==> config.mk <==
export PLATFORM = sky130hd
export DESIGN_NAME = ohc_counter
export DESIGN_NICKNAME = d
export VERILOG_FILES = /design/src/ohc_pkg.sv /design/src/ohc_counter.sv
export SDC_FILE = /design/constraint.sdc
export NUM_CORES = 1
export LEC_CHECK = 0
export BUFFER_PORTS_ARGS = -buffer_cell sky130_fd_sc_hd__buf_4
export CORE_AREA = 3 3 92 94
export DETAILED_ROUTE_END_ITERATION = 7
export DIE_AREA = 0 0 95 97
export PLACE_DENSITY_LB_ADDON = 0.12
export SYNTH_ARGS = -nofsm -noshare
export SYNTH_HDL_FRONTEND = slang
export SYNTH_SLANG_ARGS = --single-unit
==> constraint.sdc <==
create_clock -name clk_in -period 3.7 [get_ports clk_in]
set_input_delay 0.185 -clock clk_in [delete_from_list [all_inputs] [get_ports clk_in]]
set_output_delay 0.185 -clock clk_in [all_outputs]
set_load 0.05 [all_outputs]
==> src/ohc_pkg.sv <==
// Functional notes
// - Monitor high and no reset: accumulate run time, count hours remaining down.
// - Output flag goes high once hours remaining reaches zero.
// - Interval restart high halts counting; resume only with both resets low.
// - Interval restart clears flag, reloads remaining from interval, keeps total.
// - Full clear high keeps the counter stopped, no time accumulates.
// - Full clear clears flag, reloads remaining, zeroes accumulated total.
// - Service interval in whole hours, accepted range zero to 9999.
// - Accumulated total saturates at 99999 hours and stops counting.
// - Accumulated total kept retentive across power loss; rst_in zeroes it, restore_in reloads it.
// - Remaining and total readable while running, no password needed.
package ohc_pkg;
	localparam int          CLK_HZ        = 20_000_000;
	localparam int          HOUR_S        = 3600;
	localparam longint      HOUR_CYCLES   = longint'(CLK_HZ) * HOUR_S;
	localparam int          INTERVAL_W    = 14;
	localparam int          TOTAL_W       = 17;
	localparam logic [13:0] INTERVAL_MAX  = 14'h270F;
	localparam logic [16:0] TOTAL_MAX     = 17'h1_869F;
	localparam logic [13:0] REMAIN_RESET  = 14'h0000;
	localparam logic [16:0] TOTAL_RESET   = 17'h0_0000;
endpackage : ohc_pkg
==> src/ohc_counter.sv <==
`timescale 1ns/1ns
module ohc_counter #(
	parameter longint HOUR_CYCLES = ohc_pkg::HOUR_CYCLES
) (
	// Clock and reset
	input  wire logic        clk_in,
	input  wire logic        rst_in,
	// Function block inputs
	input  wire logic        monitor_in,
	input  wire logic        restart_in,
	input  wire logic        clear_all_in,
	input  wire logic [13:0] service_interval_in,
	// Retentive total restored after power-up
	input  wire logic        restore_in,
	input  wire logic [16:0] restore_total_in,
	// Results
	output logic             flag_out,
	output logic [13:0]      hours_remaining_out,
	output logic [16:0]      accumulated_hours_out,
	output logic             hour_tick_out
);
	// Prescaler geometry
	localparam int               PRE_W    = $clog2(HOUR_CYCLES);
	localparam logic [PRE_W-1:0] PRE_LAST = PRE_W'(HOUR_CYCLES - 1);
	localparam logic [PRE_W-1:0] PRE_ZERO = '0;

	// Count widths follow the package
	localparam int REM_W = ohc_pkg::INTERVAL_W;
	localparam int TOT_W = ohc_pkg::TOTAL_W;

	// What happens to the remaining count at the next edge
	typedef enum logic [1:0]
	{
		REM_HOLD   = 2'h0,
		REM_RELOAD = 2'h1,
		REM_STEP   = 2'h3
	} ohc_remain_op_e;

	// What happens to the total at the next edge
	typedef enum logic [1:0]
	{
		TOT_HOLD    = 2'h0,
		TOT_CLEAR   = 2'h1,
		TOT_RESTORE = 2'h3,
		TOT_STEP    = 2'h2
	} ohc_total_op_e;

	// Out-of-range settings clip to the top of the legal range
	function automatic logic [REM_W-1:0] clip_interval
	(
		input logic [REM_W-1:0] value
	);
		logic [REM_W-1:0] result;
		result = value;
		if (value > ohc_pkg::INTERVAL_MAX)
		begin
			result = ohc_pkg::INTERVAL_MAX;
		end
		return result;
	endfunction : clip_interval

	// Step remaining down by one hour, never below zero
	function automatic logic [REM_W-1:0] dec_floor
	(
		input logic [REM_W-1:0] value
	);
		logic [REM_W-1:0] result;
		result = value;
		if (value != ohc_pkg::REMAIN_RESET)
		begin
			result = REM_W'(value - 1'b1);
		end
		return result;
	endfunction : dec_floor

	// Step the total up by one hour, never past the limit
	function automatic logic [TOT_W-1:0] inc_sat
	(
		input logic [TOT_W-1:0] value
	);
		logic [TOT_W-1:0] result;
		result = value;
		if (value != ohc_pkg::TOTAL_MAX)
		begin
			result = TOT_W'(value + 1'b1);
		end
		return result;
	endfunction : inc_sat

	// Either reset input reloads the interval
	function automatic logic reload_req
	(
		input logic restart,
		input logic clear
	);
		return restart | clear;
	endfunction : reload_req

	// Time only runs with the monitor high and both resets low
	function automatic logic counting_on
	(
		input logic monitor,
		input logic restart,
		input logic clear
	);
		return monitor & ~reload_req(restart, clear);
	endfunction : counting_on

	// A reload outranks an hour landing in the same cycle
	function automatic ohc_remain_op_e decode_remain_op
	(
		input logic reload_now,
		input logic step
	);
		ohc_remain_op_e op;
		op = REM_HOLD;
		if (reload_now)
		begin
			op = REM_RELOAD;
		end
		else if (step)
		begin
			op = REM_STEP;
		end
		return op;
	endfunction : decode_remain_op

	// Clear outranks restore, and both outrank a counted hour
	function automatic ohc_total_op_e decode_total_op
	(
		input logic clear,
		input logic restore,
		input logic step
	);
		ohc_total_op_e op;
		op = TOT_HOLD;
		if (clear)
		begin
			op = TOT_CLEAR;
		end
		else if (restore)
		begin
			op = TOT_RESTORE;
		end
		else if (step)
		begin
			op = TOT_STEP;
		end
		return op;
	endfunction : decode_total_op

	logic [PRE_W-1:0] prescale;
	logic [PRE_W-1:0] next_prescale;
	logic [REM_W-1:0] interval_clip;
	logic [REM_W-1:0] next_remaining;
	logic [TOT_W-1:0] next_total;
	logic             next_flag;
	logic             counting;
	logic             reload;
	logic             tick;
	ohc_remain_op_e   remain_op;
	ohc_total_op_e    total_op;

	assign interval_clip = clip_interval(service_interval_in);
	assign counting      = counting_on(monitor_in, restart_in,
		clear_all_in);
	assign reload        = reload_req(restart_in, clear_all_in);
	assign tick          = counting && (prescale == PRE_LAST);
	assign hour_tick_out = tick;
	assign remain_op     = decode_remain_op(reload, tick);
	assign total_op      = decode_total_op(clear_all_in, restore_in, tick);

	// Partial hours are kept across pauses so short runs still add up
	always_comb
	begin
		next_prescale = prescale;
		if (clear_all_in)
		begin
			next_prescale = PRE_ZERO;
		end
		else if (tick)
		begin
			next_prescale = PRE_ZERO;
		end
		else if (counting)
		begin
			next_prescale = PRE_W'(prescale + 1'b1);
		end
	end

	always_ff @(posedge clk_in or posedge rst_in)
	begin
		if (rst_in)
		begin
			prescale <= PRE_ZERO;
		end
		else
		begin
			prescale <= next_prescale;
		end
	end

	always_comb
	begin
		next_remaining = hours_remaining_out;
		case (remain_op)
			REM_RELOAD:
			begin
				next_remaining = interval_clip;
			end
			REM_STEP:
			begin
				next_remaining = dec_floor(hours_remaining_out);
			end
			default:
			begin
				next_remaining = hours_remaining_out;
			end
		endcase
	end

	always_ff @(posedge clk_in or posedge rst_in)
	begin
		if (rst_in)
		begin
			hours_remaining_out <= ohc_pkg::REMAIN_RESET;
		end
		else
		begin
			hours_remaining_out <= next_remaining;
		end
	end

	// Totals survive power loss only if the owner restores them
	always_comb
	begin
		next_total = accumulated_hours_out;
		case (total_op)
			TOT_CLEAR:
			begin
				next_total = ohc_pkg::TOTAL_RESET;
			end
			TOT_RESTORE:
			begin
				next_total = restore_total_in;
			end
			TOT_STEP:
			begin
				next_total = inc_sat(accumulated_hours_out);
			end
			default:
			begin
				next_total = accumulated_hours_out;
			end
		endcase
	end

	always_ff @(posedge clk_in or posedge rst_in)
	begin
		if (rst_in)
		begin
			accumulated_hours_out <= ohc_pkg::TOTAL_RESET;
		end
		else
		begin
			accumulated_hours_out <= next_total;
		end
	end

	// Sticky until a reload; a zero interval raises it one edge later
	always_comb
	begin
		next_flag = flag_out;
		if (reload)
		begin
			next_flag = 1'b0;
		end
		else if (next_remaining == ohc_pkg::REMAIN_RESET)
		begin
			next_flag = 1'b1;
		end
	end

	always_ff @(posedge clk_in or posedge rst_in)
	begin
		if (rst_in)
		begin
			flag_out <= 1'b0;
		end
		else
		begin
			flag_out <= next_flag;
		end
	end

	// Counts are plain outputs, readable at any time
endmodule : ohc_counter

### Yosys cells after proc, flatten, opt, wreduce, memory -nomap -nowiden

Cells that the tools add are included.

* register bits after elaboration: 69
* bits of input ports: 37
* output and inout port bits: 33
* logic and storage cells: 41

* add/sub/neg operators: 3
* $lt $le $gt $ge: 1
* equality and inequality tests: 8
* muxes and demuxes: 15
* bitwise gates (word level): 3
* reductions and logical operators: 7

Operators by type and width (number)
* $mux W37: 3
* $pmux W17 S3: 1
* $add A37 B1 Y37 const B: 1
* $eq A37 B37 Y1 const B: 1
* $mux W14: 2
* $pmux W14 S2: 1
* $add A17 B1 Y17 const B: 1
* $mux W17: 1
* $ne A17 B17 Y1 const B: 1
* $gt A14 B14 Y1 const B: 1
* $logic_not A14 Y1: 1
* $reduce_bool A14 Y1: 1
* $sub A14 B1 Y14 const B: 1
* $mux W2: 5
* $eq A2 B2 Y1 const B: 3
* $reduce_bool A3 Y1: 2
* $eq A2 B1 Y1 const B: 2
* $mux W1: 2
* $ne A2 B2 Y1 const B: 1
* $reduce_and A2 Y1: 1
* $reduce_bool A2 Y1: 1
* $and A1 B1 Y1: 1
* $logic_and A1 B1 Y1: 1
* $not A1 Y1: 1
* $or A1 B1 Y1: 1

### Logic depth before layout (Yosys ltp)

* depth after elaboration: 11
* gate-level depth with buffers: 12
* depth with buffers taken out: 10

### Worst setup path after synthesis

OpenSTA, ideal clock, no wires.

* path type: flip-flop to flip-flop
* from: reg hours_remaining_out[0]
* to: reg flag_out
* arrival time: 2863 ps
* required time: 3608 ps
* path slack: 745 ps
* stages on the path, launching flop included: 10
* path buffers: 0
* period minus slack after synthesis: 2955 ps
* path through: dfrtp_1 -> inv_1 -> ha_1 -> or3b_1 -> nand2b_1 -> nor3_1 -> o21ai_0 -> a221o_1 -> or4_1 -> o31ai_2

* longest elaborated chain between the ends: 5

Ends and longest elaborated chain
* from (decl): RTL line ohc_counter.sv:18 `output logic [13:0] hours_remaining_out,`
* from (signal assigned): RTL line ohc_counter.sv:226 `hours_remaining_out <= ohc_pkg::REMAIN_RESET;`
* from (signal assigned): RTL line ohc_counter.sv:230 `hours_remaining_out <= next_remaining;`
* $sub A14 B1 Y14 / $reduce_bool A14 Y1 (equally long branches): RTL line ohc_counter.sv:71, ohc_counter.sv:69
* $mux W14 *: RTL line ohc_counter.sv:69 `if (value != ohc_pkg::REMAIN_RESET)`
* $pmux W14 S2 *: RTL line ohc_counter.sv:206 `case (remain_op)`
* named net next_remaining[10]: RTL line ohc_counter.sv:155 `logic [REM_W-1:0] next_remaining;`
* $logic_not A14 Y1 *: RTL line ohc_counter.sv:278 `else if (next_remaining == ohc_pkg::REMAIN_RESET)`
* $reduce_bool A2 Y1 (no line) *
* to (signal assigned): RTL line ohc_counter.sv:292 `flag_out <= next_flag;`
* to (decl): RTL line ohc_counter.sv:17 `output logic flag_out,`

Mark *: on every way through the listed nets, which the timed path passes. The rest lies on a longest branch.
A chain may end at the register's enable or synchronous reset.

### Worst setup path in the final report

Same ends and word-level chain as after synthesis.

==> results.py <==
metrics = {
    "outcome": {
        "status": "finished with violations",
        "failing_checks": "hold timing",
    },
    "power": {
        "power.leakage_uw": 0.00220,
        "power.density_cell_area_mw_per_mm2": 358,
        "fin_total_pwr_uw": 1840,
        "irDropWorstVdd_mv": 0.200,
    },
    "critical_path": {
        "cp-start-kind": "register",
        "worst_setup_path_end_kind": "register",
        "critPathBufInv": 1,
        "crit_path_cell_trace": "inv_1 > ha_1 > or3b_1 > nand2b_1 > nor3_1 > o21ai_0 > a221o_1 > or4_1 > o31ai_2",
        "path_delay_family": "simple AND/OR/NAND/NOR gates",
        "critical_path_required_ns": 3.97,
        "critical_path_class": "register to register",
        "crit_path_max_fanout": 8,
        "cpMaxStageDelayCell": "sky130_fd_sc_hd__or4_1",
        "worst-r2r-cell-count": 9,
        "crit_path_max_incr_delay_ns": 0.59,
        "critical_path_cell_count": 9,
        "arrival_ns": 3.41,
    },
    "sta": {
        "fin_crit_ns": 3.13,
        "slew_headroom": 0.414,
        "clock.fmax_ghz": 0.319,
        "final.setup_skew_ns": 0.0110,
        "tightest_slew_ns": 0.879,
        "fin_worst_hold_slack_ns": -0.0121,
        "finalSetupViolCount": 0,
        "hold_violations": 11,
        "timing.setup.tns_ns": 0,
        "timing.final.crit_share": 0.847,
        "rsz0062_at_grt": "false",
        "worst_slack_ns": 0.567,
        "final_max_slew_viol_count": 0,
    },
    "routing": {
        "via_count": 4285,
        "drtPass1Iterations": 5,
        "initialDrtViolationCount": 273,
        "avgRoutedWirePerCell_um": 17.3,
        "routed_wl_mm": 11.9,
        "drc": 0,
        "antenna_violating_nets_post_route": 0,
        "drt-vias-per-instance": 6.20,
    },
    "clock_tree": {
        "postCtsHoldBufs": 0,
        "tritoncts.num_buffers": 9,
        "clock-root-buffer": "sky130_fd_sc_hd__clkbuf_8",
        "cts_tree": "done",
        "worstSkewPairLatency_ns": 0.36,
        "post_cts_buffers": 0,
        "cts_sinks": 69,
        "clock_path_buffers": 2,
        "clk_transition_reported_paths_ns": 0.09,
        "htree_depth": 3,
        "post_cts_resize_count": 0,
    },
    "global_route": {
        "grt_pass1_wl_mm": 19.9,
        "grt_pass1_vias": 4088,
        "grt_use_total": 0.267,
        "antenna_found_initial": 0,
        "grt_start_max_net_pins": 40,
        "globalRoute.totalOverflow": 0,
    },
    "logic_synthesis": {
        "synth.avg_cell_area_um2": 8.42,
        "ys_ff_latch": 69,
        "async_reset_ff_frac": 1.00,
        "synth_top_flop_cell": "sky130_fd_sc_hd__dfrtp_1",
        "synth-seq-area-share": 0.395,
        "synthesis.nets": 560,
        "syn_inst": 519,
        "synth_enable_flop_cells": 0,
        "synth_top_area_frac": 0.395,
        "synth.top_cells.by_area": "sky130_fd_sc_hd__dfrtp_1 40%, sky130_fd_sc_hd__nand2_1 5.8%, sky130_fd_sc_hd__nor2_1 5.5%, sky130_fd_sc_hd__o21ai_0 4.1%, sky130_fd_sc_hd__nand3_1 2.6%",
        "ys_types": 69,
        "yosysWarningCount": 0,
        "netlist_area_mm2": 0.00437,
        "post-synth-top-area-cell": "sky130_fd_sc_hd__dfrtp_1",
    },
    "layout": {
        "num_antenna_cells": 0,
        "final_layout_size_suffix_gt1_frac": 0.200,
        "areaGrowthSynthToFinish_pct": 17.8,
        "nets": 625,
        "fillCellCount": 651,
    },
    "place": {
        "place_worst_setup_slack_ns": 0.615,
        "portBuffers": 69,
        "dp.final_hpwl_mm": 8.53,
        "gpl.final_weighted_congestion": 0.899,
    },
    "job": {
        "max_cap_violations": 0,
    },
    "die": {
        "chipHeight_um": 97,
        "fp-row-count": 32,
        "io_pins": 70,
        "floorplan.die_area_mm2": 0.00922,
        "floorplan.initialDensity": 0.565,
        "core_area_mm2": 0.00773,
        "die_width_um": 95,
    },
    "hold_path": {
        "tightest_hold_check_type": "primary input to async pin",
    },
}
-- stage by stage --
| stage | util | instances | instance area (µm²) |
|---|---|---|---|
| floorplan | - | 519 | 4370 |
| global placement | 0.639 | 675 | 4940 |
| detailed placement | 0.639 | 675 | 4940 |
| CTS | 0.666 | 691 | 5140 |
| global route | 0.666 | 691 | 5140 |
| finish | 0.666 | 691 | 5140 |
-- routing by layer --
metal / vias up / share of wire / track usage
li1: 2056 / - / -
met1: 2075 / 0.44 / 0.384
met2: 137 / 0.48 / 0.409
met3: 17 / 0.066 / 0.0397
met4: 0 / 0.014 / 0.0888
met5: - / 0 / 0
-- cell usage in the layout (no fill, tap or decap), drive strengths merged, types with 3 or more instances in the layout --
master and n:
nand4 15, or4b 3, dfrtp 69, a21o 7, nand3b 3, ha 4, a221o 7, buf 75
nor4 14, or3 7, or2 3, nor3 17, and4 4, nand3 24, clkbuf 9, inv 13
o21ai 59, nor3b 5, o211ai 9, nand2b 4, nand2 68, a21oi 17, and3 16, a211oi 3
xnor2 6, or4 7, and2 3, o31ai 14, nor2 66, o41ai 3, xor2 9
-- registers in the layout, indices dropped and copies added, names as in the netlist --
| register | flops |
|---|---|
| prescale | 37 |
| flag_out | 1 |
| accumulated_hours_out | 17 |
| hours_remaining_out | 14 |
-- path summary, 6_finish.rpt --
kind                                        startpoint                     end  slack, ns
worst max register to register  hours_remaining_out[0]                flag_out       0.57
worst max-delay path            hours_remaining_out[0]                flag_out       0.57
worst min register to register             prescale[3]             prescale[3]       0.51
worst min-delay path                            rst_in             prescale[1]      -0.01
max in group asynchronous                       rst_in            prescale[19]       2.77
min in group clk_in             service_interval_in[4]  hours_remaining_out[4]       0.04
-- Yosys cell counts, types with 3 or more instances --
master and number:
sky130_fd_sc_hd__dfrtp_1 69, sky130_fd_sc_hd__nand2_1 68, sky130_fd_sc_hd__nor2_1 64, sky130_fd_sc_hd__o21ai_0 36, sky130_fd_sc_hd__nand3_1 23, sky130_fd_sc_hd__o21ai_1 22
sky130_fd_sc_hd__a21oi_1 16, sky130_fd_sc_hd__clkbuf_1 16, sky130_fd_sc_hd__nor3_1 16, sky130_fd_sc_hd__and3_1 15, sky130_fd_sc_hd__nand4_1 14, sky130_fd_sc_hd__o31ai_1 13
sky130_fd_sc_hd__nor4_1 12, sky130_fd_sc_hd__inv_1 10, sky130_fd_sc_hd__xor2_1 9, sky130_fd_sc_hd__o211ai_1 8, sky130_fd_sc_hd__a21o_1 7, sky130_fd_sc_hd__a221o_1 6
sky130_fd_sc_hd__or4_1 6, sky130_fd_sc_hd__xnor2_1 6, sky130_fd_sc_hd__nor3b_1 5, sky130_fd_sc_hd__and4_1 4, sky130_fd_sc_hd__ha_1 4, sky130_fd_sc_hd__nand2b_1 4
sky130_fd_sc_hd__or3_1 4, sky130_fd_sc_hd__and2_1 3, sky130_fd_sc_hd__o41ai_1 3, sky130_fd_sc_hd__or4b_1 3
-- power breakdown --
group	internal (µW)	switching, µW
Sequential	783	50.3
Combinational	120	227
Clock	322	341
-- logic make-up after synthesis --
family,share of synthesized area
flip-flops,0.395
AND/OR/NAND/NOR,0.321
AO/OA/AOI/OAI,0.200
buffers and inverters,0.0381
XOR/XNOR,0.0301
adder cells (fa/ha/maj),0.0115
multiplexers,0.00458
-- layout make-up --
cell class                      count  area [µm²]  share of cell area
Sequential cell                    69        1730               0.336
Clock inverter                      7        82.6              0.0161
Multi-Input combinational cell    418        2480               0.482
Inverter                           11        42.5             0.00827
Timing Repair Buffer               75         563               0.109
Tap cell                          102         128              0.0248
Clock buffer                        9         124              0.0241
Power figures use the tool's default switching activity.
